[config.mk]
export PLATFORM = sky130hd
export DESIGN_NAME = modem_buffer_port_config_regs
export DESIGN_NICKNAME = d
export VERILOG_FILES = /design/src/rtl/modem_buffer_port_config_regs.v
export VERILOG_INCLUDE_DIRS = /design/src /design/src/rtl
export SDC_FILE = /design/constraint.sdc
export NUM_CORES = 1
export LEC_CHECK = 0
export ABC_CLOCK_PERIOD_IN_PS = 1650
export BUFFER_PORTS_ARGS = -buffer_cell sky130_fd_sc_hd__buf_2
export CAP_MARGIN = 5
export CORE_UTILIZATION = 45
export DETAILED_ROUTE_END_ITERATION = 16
export PLACE_DENSITY = 0.79
export REMOVE_ABC_BUFFERS = 1
export SKIP_LAST_GASP = 1
export SYNTH_ARGS = -nofsm -noshare
export SYNTH_HDL_FRONTEND = slang
export SYNTH_SLANG_ARGS = --single-unit
export TNS_END_PERCENT = 100
[constraint.sdc]
create_clock -name core_clk -period 1.65 [get_ports core_clk]
set_input_delay 0.2475 -clock core_clk [delete_from_list [all_inputs] [get_ports core_clk]]
set_output_delay 0.2475 -clock core_clk [all_outputs]
set_load 0.05 [all_outputs]
[src/rtl/modem_buffer_port_consts.vh]
/*
 constants for the modem buffer port configuration registers:
 register offsets, field positions, reset values and read masks.
 assumes inclusion by bare name from the register bank module.
*/
`ifndef MODEM_BUFFER_PORT_CONSTS_VH
`define MODEM_BUFFER_PORT_CONSTS_VH

// special-function register module and offsets
`define SFR_MODULE_ID 4'h2
`define OFF_BUFFER_PORT_CONTROL 8'h0c
`define OFF_ACK_INTERRUPT_CONTROL 8'h0d
`define OFF_OUT_HEADER_START_ADDRESS 8'h0e

// reset values
`define RST_BUFFER_PORT_CONTROL 16'h4070
`define RST_ACK_INTERRUPT_CONTROL 16'h0000
`define RST_OUT_HEADER_START_ADDRESS 16'h0000

// implemented-bit masks, reserved bits read zero except control bit 14 from reset
`define MASK_BUFFER_PORT_CONTROL 16'h03ff
`define MASK_ACK_INTERRUPT_CONTROL 16'h0101
`define MASK_OUT_HEADER_START_ADDRESS 16'h0fff

// buffer_port_control fields
`define PORT0_BURST_LSB 0
`define PORT1_BURST_LSB 5
`define BURST_LEN_W 4
`define WORD_SELECT_OFS 4

// ack_interrupt_control fields
`define ACK_SEEN_FLAG_BIT 0
`define ACK_SEEN_IRQ_ENABLE_BIT 8

// header address width
`define HDR_ADDR_W 12

`endif

[src/rtl/modem_buffer_port_config_regs.v]
/*
 register bank for the modem buffer manager port setup, the
 acknowledge-detect interrupt and the outgoing header start address.
 assumes a single-cycle special-function register port from the
 embedded processor, synchronous to core_clk, and a one-cycle
 acknowledge-detected pulse from the physical layer.
*/
`timescale 1ns/1ps
`default_nettype none
`include "modem_buffer_port_consts.vh"

// Behaviour
// - every reset loads buffer_port_control with 4070h.
// - zero burst length field moves one byte or word per access.
// - nonzero burst length enables bursts of field value plus one units.
// - bit 4 and bit 9 select word (set) or byte (clear) per port.
// - reserved bits read zero, except control bit 14, which reads one from reset until a control write.
// - every reset clears ack_interrupt_control to 0000h.
// - acknowledge symbol from the physical layer sets flag bit 0.
// - enable bit 8 lets an acknowledge detection raise the request.
// - every reset clears out_header_start_address to 0000h.
// - bits 0 to 11 hold the outgoing header buffer start location.
// - logical header address is translated to a physical buffer location.
module modem_buffer_port_config_regs #(
  parameter [`HDR_ADDR_W-1:0] PHYS_BASE = 12'h000,
  parameter PORTS = 2
) (
  // clock and reset
  input wire core_clk,
  input wire reset,
  // special-function register port
  input wire [3:0] sfr_module,
  input wire [7:0] sfr_addr,
  input wire sfr_wr,
  input wire sfr_rd,
  input wire [15:0] sfr_wdata,
  output reg [15:0] sfr_rdata,
  // physical layer event
  input wire ack_symbol_seen,
  // arbiter port setup
  output reg [`BURST_LEN_W-1:0] port0_burst_length,
  output reg port0_word_select,
  output reg port0_burst_enable,
  output reg [`BURST_LEN_W:0] port0_burst_units,
  output reg [`BURST_LEN_W-1:0] port1_burst_length,
  output reg port1_word_select,
  output reg port1_burst_enable,
  output reg [`BURST_LEN_W:0] port1_burst_units,
  // interrupt request
  output reg ack_seen_irq,
  // outgoing header location
  output reg [`HDR_ADDR_W-1:0] out_header_byte_addr,
  output reg [`HDR_ADDR_W-1:0] out_header_phys_addr
);

  reg [15:0] ctrl_q;
  reg [15:0] ctrl_d;
  reg ack_seen_flag_q;
  reg ack_seen_flag_d;
  reg ack_seen_irq_enable_q;
  reg ack_seen_irq_enable_d;
  reg [`HDR_ADDR_W-1:0] hdr_q;
  reg [`HDR_ADDR_W-1:0] hdr_d;
  reg [15:0] rdata_d;

  // reset images, all derived from the reset words of the registers
  localparam [15:0] CTRL_RST = `RST_BUFFER_PORT_CONTROL;
  localparam [15:0] IRQ_RST = `RST_ACK_INTERRUPT_CONTROL;
  localparam [15:0] HDR_RST_WORD = `RST_OUT_HEADER_START_ADDRESS;
  localparam [`BURST_LEN_W-1:0] P0_LEN_RST =
    CTRL_RST[`PORT0_BURST_LSB +: `BURST_LEN_W];
  localparam [`BURST_LEN_W-1:0] P1_LEN_RST =
    CTRL_RST[`PORT1_BURST_LSB +: `BURST_LEN_W];
  localparam [0:0] P0_WORD_RST =
    CTRL_RST[`PORT0_BURST_LSB + `WORD_SELECT_OFS];
  localparam [0:0] P1_WORD_RST =
    CTRL_RST[`PORT1_BURST_LSB + `WORD_SELECT_OFS];
  localparam [0:0] P0_BURST_RST = |P0_LEN_RST;
  localparam [0:0] P1_BURST_RST = |P1_LEN_RST;
  localparam [`BURST_LEN_W:0] P0_UNITS_RST = {1'b0, P0_LEN_RST} + 5'h01;
  localparam [`BURST_LEN_W:0] P1_UNITS_RST = {1'b0, P1_LEN_RST} + 5'h01;
  localparam [0:0] FLAG_RST = IRQ_RST[`ACK_SEEN_FLAG_BIT];
  localparam [0:0] ENABLE_RST = IRQ_RST[`ACK_SEEN_IRQ_ENABLE_BIT];
  localparam [`HDR_ADDR_W-1:0] HDR_RST = HDR_RST_WORD[`HDR_ADDR_W-1:0];
  localparam [`HDR_ADDR_W:0] PHYS_RST_SUM =
    {1'b0, HDR_RST} + {1'b0, PHYS_BASE};
  localparam [`HDR_ADDR_W-1:0] PHYS_RST = PHYS_RST_SUM[`HDR_ADDR_W-1:0];

  wire [`HDR_ADDR_W:0] phys_sum;
  wire irq_d;

  // carry dropped on purpose: the buffer window wraps at 4 kB
  assign phys_sum = {1'b0, hdr_d} + {1'b0, PHYS_BASE};
  assign irq_d = ack_seen_flag_d & ack_seen_irq_enable_d;

  wire sel;
  wire wr_ctrl;
  wire wr_irq;
  wire wr_hdr;
  wire [`BURST_LEN_W-1:0] len_d [0:PORTS-1];
  wire word_d [0:PORTS-1];
  wire burst_d [0:PORTS-1];
  wire [`BURST_LEN_W:0] units_d [0:PORTS-1];

  assign sel = (sfr_module == `SFR_MODULE_ID);
  assign wr_ctrl = sel & sfr_wr & (sfr_addr == `OFF_BUFFER_PORT_CONTROL);
  assign wr_irq = sel & sfr_wr & (sfr_addr == `OFF_ACK_INTERRUPT_CONTROL);
  assign wr_hdr = sel & sfr_wr & (sfr_addr == `OFF_OUT_HEADER_START_ADDRESS);

  // next register values
  always @* begin
    ctrl_d = ctrl_q;
    if (wr_ctrl) begin
      ctrl_d = sfr_wdata & `MASK_BUFFER_PORT_CONTROL;
    end
    ack_seen_irq_enable_d = ack_seen_irq_enable_q;
    if (wr_irq) begin
      ack_seen_irq_enable_d = sfr_wdata[`ACK_SEEN_IRQ_ENABLE_BIT];
    end
    ack_seen_flag_d = ack_seen_flag_q;
    // only a zero write clears; a one written by firmware is ignored
    if (wr_irq && !sfr_wdata[`ACK_SEEN_FLAG_BIT]) begin
      ack_seen_flag_d = 1'b0;
    end
    // an acknowledge in the clearing cycle is kept, set beats clear
    if (ack_symbol_seen) begin
      ack_seen_flag_d = 1'b1;
    end
    hdr_d = hdr_q;
    if (wr_hdr) begin
      hdr_d = sfr_wdata[`HDR_ADDR_W-1:0];
    end
  end

  // per-port field decode, same layout shifted for each port
  genvar g;
  generate
    for (g = 0; g < PORTS; g = g + 1) begin : port_decode
      localparam LSB = g * `PORT1_BURST_LSB;
      assign len_d[g] = ctrl_d[LSB +: `BURST_LEN_W];
      assign word_d[g] = ctrl_d[LSB + `WORD_SELECT_OFS];
      assign burst_d[g] = |len_d[g];
      assign units_d[g] = {1'b0, len_d[g]} + 5'h01;
    end
  endgenerate

  // read mux, reserved bits already held at zero except control bit 14 from reset
  always @* begin
    rdata_d = 16'h0000;
    if (sel && sfr_rd) begin
      case (sfr_addr)
        `OFF_BUFFER_PORT_CONTROL: begin
          rdata_d = ctrl_q;
        end
        `OFF_ACK_INTERRUPT_CONTROL: begin
          rdata_d[`ACK_SEEN_FLAG_BIT] = ack_seen_flag_q;
          rdata_d[`ACK_SEEN_IRQ_ENABLE_BIT] = ack_seen_irq_enable_q;
        end
        `OFF_OUT_HEADER_START_ADDRESS: begin
          rdata_d[`HDR_ADDR_W-1:0] = hdr_q;
        end
        default: begin
          rdata_d = 16'h0000;
        end
      endcase
    end
  end

  // storage registers
  always @(posedge core_clk or posedge reset) begin
    if (reset) begin
      ctrl_q <= CTRL_RST;
    end else begin
      ctrl_q <= ctrl_d;
    end
  end

  always @(posedge core_clk or posedge reset) begin
    if (reset) begin
      ack_seen_flag_q <= FLAG_RST;
    end else begin
      ack_seen_flag_q <= ack_seen_flag_d;
    end
  end

  always @(posedge core_clk or posedge reset) begin
    if (reset) begin
      ack_seen_irq_enable_q <= ENABLE_RST;
    end else begin
      ack_seen_irq_enable_q <= ack_seen_irq_enable_d;
    end
  end

  always @(posedge core_clk or posedge reset) begin
    if (reset) begin
      hdr_q <= HDR_RST;
    end else begin
      hdr_q <= hdr_d;
    end
  end

  // read data stands one cycle, then drops back to zero
  always @(posedge core_clk or posedge reset) begin
    if (reset) begin
      sfr_rdata <= 16'h0000;
    end else begin
      sfr_rdata <= rdata_d;
    end
  end

  // outputs registered from next values so they track storage exactly
  // port 0 setup
  always @(posedge core_clk or posedge reset) begin
    if (reset) begin
      port0_burst_length <= P0_LEN_RST;
    end else begin
      port0_burst_length <= len_d[0];
    end
  end

  always @(posedge core_clk or posedge reset) begin
    if (reset) begin
      port0_word_select <= P0_WORD_RST;
    end else begin
      port0_word_select <= word_d[0];
    end
  end

  always @(posedge core_clk or posedge reset) begin
    if (reset) begin
      port0_burst_enable <= P0_BURST_RST;
    end else begin
      port0_burst_enable <= burst_d[0];
    end
  end

  always @(posedge core_clk or posedge reset) begin
    if (reset) begin
      port0_burst_units <= P0_UNITS_RST;
    end else begin
      port0_burst_units <= units_d[0];
    end
  end

  // port 1 setup
  always @(posedge core_clk or posedge reset) begin
    if (reset) begin
      port1_burst_length <= P1_LEN_RST;
    end else begin
      port1_burst_length <= len_d[1];
    end
  end

  always @(posedge core_clk or posedge reset) begin
    if (reset) begin
      port1_word_select <= P1_WORD_RST;
    end else begin
      port1_word_select <= word_d[1];
    end
  end

  always @(posedge core_clk or posedge reset) begin
    if (reset) begin
      port1_burst_enable <= P1_BURST_RST;
    end else begin
      port1_burst_enable <= burst_d[1];
    end
  end

  always @(posedge core_clk or posedge reset) begin
    if (reset) begin
      port1_burst_units <= P1_UNITS_RST;
    end else begin
      port1_burst_units <= units_d[1];
    end
  end

  // request is a level; it follows the flag while enable bit 8 is set
  always @(posedge core_clk or posedge reset) begin
    if (reset) begin
      ack_seen_irq <= 1'b0;
    end else begin
      ack_seen_irq <= irq_d;
    end
  end

  // header location, logical and translated
  always @(posedge core_clk or posedge reset) begin
    if (reset) begin
      out_header_byte_addr <= HDR_RST;
    end else begin
      out_header_byte_addr <= hdr_d;
    end
  end

  // simple base offset mapping; no protection against a wrapped header
  always @(posedge core_clk or posedge reset) begin
    if (reset) begin
      out_header_phys_addr <= PHYS_RST;
    end else begin
      out_header_phys_addr <= phys_sum[`HDR_ADDR_W-1:0];
    end
  end

endmodule // modem_buffer_port_config_regs
`default_nettype wire

==> run metrics, run 1 <==
max cap viols=0; EDFF count, synth=0; status=completed; commonest non-fill, non-tap cell in the layout=buf_2; wire length per cell after detailed routing=13.80 um; port bufs=88; GP Congestion=0.7692; Max FO, Critical Path=5; remaining antenna violation count=0; clock share of power=0.381; antenna violations before repair=0; setup bufs post-CTS=0; Unique masters post-synth=36; unrepaired setup endpoints after global routing=false; root buffer cell=clkbuf_8; Slowest-stage cell, CP=dfstp_2; WHS Endpoint=out_header_phys_addr[11]; Initial Utilization=0.4676; Logic pwr share=0.074; leak pwr=1.691 nW; Top delay family on crit path=flip-flops; fmax=0.7022 GHz; Tcrit/Tclk final=0.8631; DRT Wirelength=4788 um; r2r startpoint=port1_burst_length[0]; area occupied by multi-input gates=883.3 um^2; synthesized area=2404 um^2; CTS resizes=0; CTS tree=yes; layout cells sized above 1=0.5379; Pwr per Cell Area=772.7 nW/um^2; Num CTS Buffers=5; largest net degree at the start of global routing=52; Critical R2R Capture=port1_burst_units[3]; DRT iter0 DRCs=28; share of power burned in registers=0.545; worst hold path startpoint=sfr_wdata[11]; cell internal pwr=about 1.8 mW; worst skew pair latency=0.30 ns; setup slack, reg-to-reg=0.48 ns; CP startpoint kind=flip-flop; Yosys reg bits=51; Hold Slack=0.1714 ns; clk sinks=51; top_reg_cell synth=dfrtp_1; Reg area=around 1300 um^2; Worst Hold Class=in -> reg; peak supply drop=a little over 0.5 mV; post-DP HPWL=3498 um; Chip Height=75.09 um; Fill cells=461; setup violators final=0; area of the core=5140 um^2; grt ovf=0; die area=5638 um^2; First-pass DRT Iterations=4; vias=1667; CP max stage delay=0.60 ns; Syn Inst Count=between 150 and 200; Crit Path Class=reg -> out; Slew Limit Fails=0; all-layer global routing usage=0.1790; die width=roughly 75 um; CTS Buffer Depth=2; H-tree depth=2; IO Pins=96; Warnings, synthesis=0; post-synthesis sequential area ratio=0.5346; Synth Area per Inst=12.78 um^2; fin area=2988 um^2; fin nets=311; synth-to-layout area growth=24.31%; final hold vios=0; crit-path cells=buf_2; CTS Hold Buffers Added=1; vias per cell=roughly 4.8; fin crit period=around 1.4 ns; setup TNS=0 ns; critical path required time=between 1 and 1.5 ns; WHS Path Cells=2; skew final=0.002622 ns; vias in the first global route=~1600; final core utilization=0.5813; Rows=26; Bufs and invs on worst path=1; DRC=0; most frequent cells in the layout=buf_2 (88), dfrtp_1 (44), buf_4 (17); CP arrival=~1.2 ns; P_sw=0.5382 mW; R2R cell count=4; ANT cells=0; Clock Pin Slew Worst Setup and Hold Paths=0.09 ns; Worst setup EP type=primary output; Synth async-reset ratio=1.000; Net Sw Frac=0.2331; Post-DP Area=~2900 um^2; first-pass GRT wire length=7458 um
## flip-flops by register name, indices dropped and copies added (netlist names), 3 cells and up
register	flops
port0_burst_length	3
sfr_rdata	13
port1_burst_units	5
out_header_phys_addr	12
ctrl_q	5
port1_burst_length	3
port0_burst_units	5
## cell families after synthesis
family	after synthesis	synth area share
xor+xnor	8	0.02915
other cells	1	0.001560
buf+inv	33	0.1010
compound gates	18	0.05154
mux	26	0.1369
simple gates	49	0.1348
flops	51	0.5346
fa+ha+maj	2	0.01041
## final cells by class
type	count	area share
repair buffers	107	0.2002
flip-flops and latches	51	0.4301
inverters	5	0.006281
clock inverters	3	0.01549
well taps	70	0.02931
clock buffers	5	0.02303
multi-input cells	106	0.2956
## cell usage after synthesis, types with 3 or more instances
| library cell | n | area share |
|---|---|---|
| nor3b_1 | 3 | 0.0094 |
| xor2_1 | 5 | 0.018 |
| dfrtp_1 | 44 | 0.46 |
| and2_1 | 4 | 0.010 |
| xnor2_1 | 3 | 0.011 |
| dfstp_2 | 7 | 0.077 |
| a22o_1 | 8 | 0.029 |
| nand4_1 | 4 | 0.010 |
| mux2i_1 | 7 | 0.029 |
| nor2_1 | 7 | 0.011 |
| o21ai_0 | 7 | 0.015 |
| mux2_2 | 7 | 0.033 |
| buf_4 | 23 | 0.072 |
| mux2_4 | 12 | 0.075 |
| inv_1 | 5 | 0.0078 |
| nor3_1 | 3 | 0.0062 |
| nand2_1 | 11 | 0.017 |
| nand3_1 | 5 | 0.010 |
## worst max-delay path by stage
stage	slack, ns	to	cells past startpoint	startpoint
floorplan	-0.12	out_header_phys_addr[9]	4	sfr_module[3]
global placement	-0.06	out_header_phys_addr[9]	6	sfr_module[3]
detailed placement	-0.09	port0_burst_length[2]	5	sfr_module[3]
CTS	0.21	port1_burst_length[0]	1	port1_burst_length[0]
global route	0.17	port0_burst_enable	6	sfr_module[3]
finish	0.23	port1_burst_length[0]	1	port1_burst_length[0]
## metrics by stage
stage	setup slack [ns]	power, mW	cells
2_1_floorplan	-0.1233	1.366	162
3_5_place_dp	-0.08871	1.454	338
5_1_grt	0.1664	2.408	347
4_1_cts	0.2137	2.334	347
6_report	0.2258	2.309	347
3_3_place_gp	-0.05529	1.450	338
## layer usage
| metal | share of wire | GRT usage | up-vias |
|---|---|---|---|
| met5 | 0 | 0 | - |
| met4 | 0.013 | 0.05241 | 0 |
| met3 | 0.055 | 0.04016 | 7 |
| met2 | 0.48 | 0.2963 | 64 |
| met1 | 0.45 | 0.2362 | 801 |
| li1 | - | - | 795 |
## power groups by stage
stage                     Clock, mW  Combinational (mW)  Sequential [mW]
after floorplan                   0              0.0632             1.30
after CTS                     0.902               0.173             1.26
after detailed placement          0               0.171             1.28
final                         0.879               0.171             1.26
after global routing          0.961               0.187             1.26
after global placement            0               0.167             1.28
Power figures use the tool's default switching activity.
==> run 2, diff against run 1 <==
--- a/config.mk
+++ b/config.mk
@@ -9,9 +9,11 @@
 export ABC_CLOCK_PERIOD_IN_PS = 1650
 export BUFFER_PORTS_ARGS = -buffer_cell sky130_fd_sc_hd__buf_2
 export CAP_MARGIN = 5
-export CORE_UTILIZATION = 45
+export CELL_PAD_IN_SITES_DETAIL_PLACEMENT = 1
+export CELL_PAD_IN_SITES_GLOBAL_PLACEMENT = 1
+export CORE_UTILIZATION = 37
 export DETAILED_ROUTE_END_ITERATION = 16
-export PLACE_DENSITY = 0.79
+export PLACE_DENSITY = 0.83
 export REMOVE_ABC_BUFFERS = 1
 export SKIP_LAST_GASP = 1
 export SYNTH_ARGS = -nofsm -noshare
==> run 2 against run 1 <==
Against the previous run:
- fmax shrank 0.50%
- critical path depth unchanged
- clock power increased by 2.8%
- cell area fell by 0.13%
- routed wire length is 16% higher
- utilization shrank 11 points
- largest power group unchanged
- highest routed layer unchanged
- sequential power about the same
- first-iteration DRC count grew 93%
==> run metrics, run 2 (synthesis results as in run 1) <==
status=completed; R2R cell count=4 (unchanged); share of power burned in registers=0.539 (-0.006); DRT Wirelength=5566 um (+16%); Pwr per Cell Area=783.0 nW/um^2 (+1.3%); max FFs per register=13 (unchanged); antenna violations before repair=0 (unchanged); ANT cells=0 (unchanged); Crit Path Class=reg -> out; cell internal pwr=1.805 mW (+1.9%); worst skew pair latency=0.30 ns (about the same); setup bufs post-CTS=0 (unchanged); Max FO, Critical Path=5 (unchanged); r2r startpoint=port1_burst_length[0]; H-tree depth=2 (unchanged); Rows=29 (+12%); first-pass GRT wire length=8645 um (+16%); GP Congestion=0.7900 (+2.7%); DRT iter0 DRCs=54 (+93%); First-pass DRT Iterations=4 (unchanged); final hold vios=0 (unchanged); grt ovf=0 (unchanged); clock share of power=0.387 (+0.006); CTS tree=yes; critical path required time=1.40 ns (about the same); worst hold path startpoint=sfr_wdata[10]; Clock Pin Slew Worst Setup and Hold Paths=0.10 ns (about the same); CTS Hold Buffers Added=1 (unchanged); leak pwr=1.688 nW (-0.19%); largest register by flop count=sfr_rdata; fmax=0.6986 GHz (-0.50%); P_sw=0.5318 mW (-1.2%); Largest regs=sfr_rdata x13, out_header_phys_addr x12; IO Pins=96 (unchanged); setup TNS=0 ns (unchanged); Num CTS Buffers=5 (unchanged); root buffer cell=clkbuf_8; commonest non-fill, non-tap cell in the layout=buf_2; Slew Limit Fails=0 (unchanged); port bufs=88 (unchanged); post-DP HPWL=4246 um (+21%); layout cells sized above 1=0.5345 (-0.003361); setup violators final=0 (unchanged); CTS resizes=0 (unchanged); most frequent cells in the layout=buf_2 (88), dfrtp_1 (44), buf_4 (15); remaining antenna violation count=0 (unchanged); die area=6823 um^2 (+21%); crit-path cells=buf_2; Top delay family on crit path=flip-flops; vias in the first global route=1744 (+8.5%); CP arrival=1.18 ns (about the same); Bufs and invs on worst path=1 (unchanged); fin crit period=1.431 ns (+0.007202 ns); vias=1728 (+3.7%); setup slack, reg-to-reg=0.43 ns (-0.05 ns); DRC=0 (unchanged); Worst Hold Class=in -> reg; synth-to-layout area growth=24.15%; area of the core=6314 um^2 (+23%); CP max stage delay=0.59 ns (about the same); all-layer global routing usage=0.1748 (-0.004120); worst setup margin=0.2186 ns (-0.007202 ns); skew final=0.007982 ns (+0.005360 ns); CTS Buffer Depth=2 (unchanged); largest net degree at the start of global routing=52 (unchanged); WHS Path Cells=2 (unchanged); Logic pwr share=0.074 (about the same); Tcrit/Tclk final=0.8675 (+0.004365); peak supply drop=0.4393 mV (-13%); Initial Utilization=0.3807 (-0.08693); unrepaired setup endpoints after global routing=false; Fill cells=714 (+55%); wire length per cell after detailed routing=15.81 um (+15%); WHS Endpoint=out_header_phys_addr[10]; max cap viols=0 (unchanged); Hold Slack=0.1720 ns (+0.0005540 ns); total power=2.336 mW (+1.2%); fin nets=309 (-0.64%); final core utilization=0.4727 (-0.1087); Net Sw Frac=0.2276 (-0.005490); pre-CTS setup slack=-0.1074 ns (-0.01872 ns); CP startpoint kind=flip-flop; Worst setup EP type=primary output; clk sinks=51 (unchanged); Slowest-stage cell, CP=dfstp_2; Chip Height=82.60 um (+10%); Critical R2R Capture=port1_burst_units[3]; die width=82.60 um (+10%); vias per cell=4.909 (+2.2%)
[run 2: cell count changes in the layout (fill, tap and decap cells not counted), sizes merged]
cell,before,now
buf,106,104
clkbuf,5,6
clkinv,0,1
clkinvlp,1,0
inv,6,5
[run 2: final cells by class]
cell class	instances	area, um^2	share of cell area
clock buffers	6	82.58	0.02767
clock inverters	2	35.03	0.01174
inverters	5	18.77	0.006289
multi-input cells	106	883.3	0.2960
flip-flops and latches	51	1285	0.4306
well taps	77	96.34	0.03229
repair buffers	105	583.1	0.1954
[run 2: how the worst max path moves through the flow]
stage | startpoint | to | slack [ns] | depth (start not counted)
2_1_floorplan | sfr_module[3] | out_header_phys_addr[9] | -0.12 | 4
4_1_cts | port1_burst_length[0] | port1_burst_length[0] | 0.21 | 1
5_1_grt | sfr_module[3] | port0_burst_enable | 0.12 | 6
3_3_place_gp | sfr_module[3] | out_header_phys_addr[10] | -0.09 | 6
6_report | port1_burst_length[0] | port1_burst_length[0] | 0.22 | 1
3_5_place_dp | sfr_module[3] | port0_burst_length[2] | -0.11 | 5
[run 2: per-layer routing]
layer | up-vias | global-route usage | wire length (um)
met5 | - | 0 | 0
met1 | 876 | 0.2177 | 2377
met4 | 0 | 0.04138 | 49
met2 | 57 | 0.3074 | 2840
met3 | 5 | 0.03846 | 298
li1 | 790 | - | -
[run 2: power groups by stage]
stage | clock network [mW] | registers (mW) | logic, mW
3_5_place_dp | 0 | 1.28 | 0.175
6_report | 0.904 | 1.26 | 0.174
2_1_floorplan | 0 | 1.30 | 0.0632
4_1_cts | 0.928 | 1.26 | 0.177
3_3_place_gp | 0 | 1.28 | 0.169
5_1_grt | 0.976 | 1.26 | 0.191
[run 2: through the flow]
step	instance area, um^2	std cells
floorplan	2187	162
global placement	2856	343
detailed placement	2856	343
CTS	2984	352
global route	2984	352
finish	2984	352
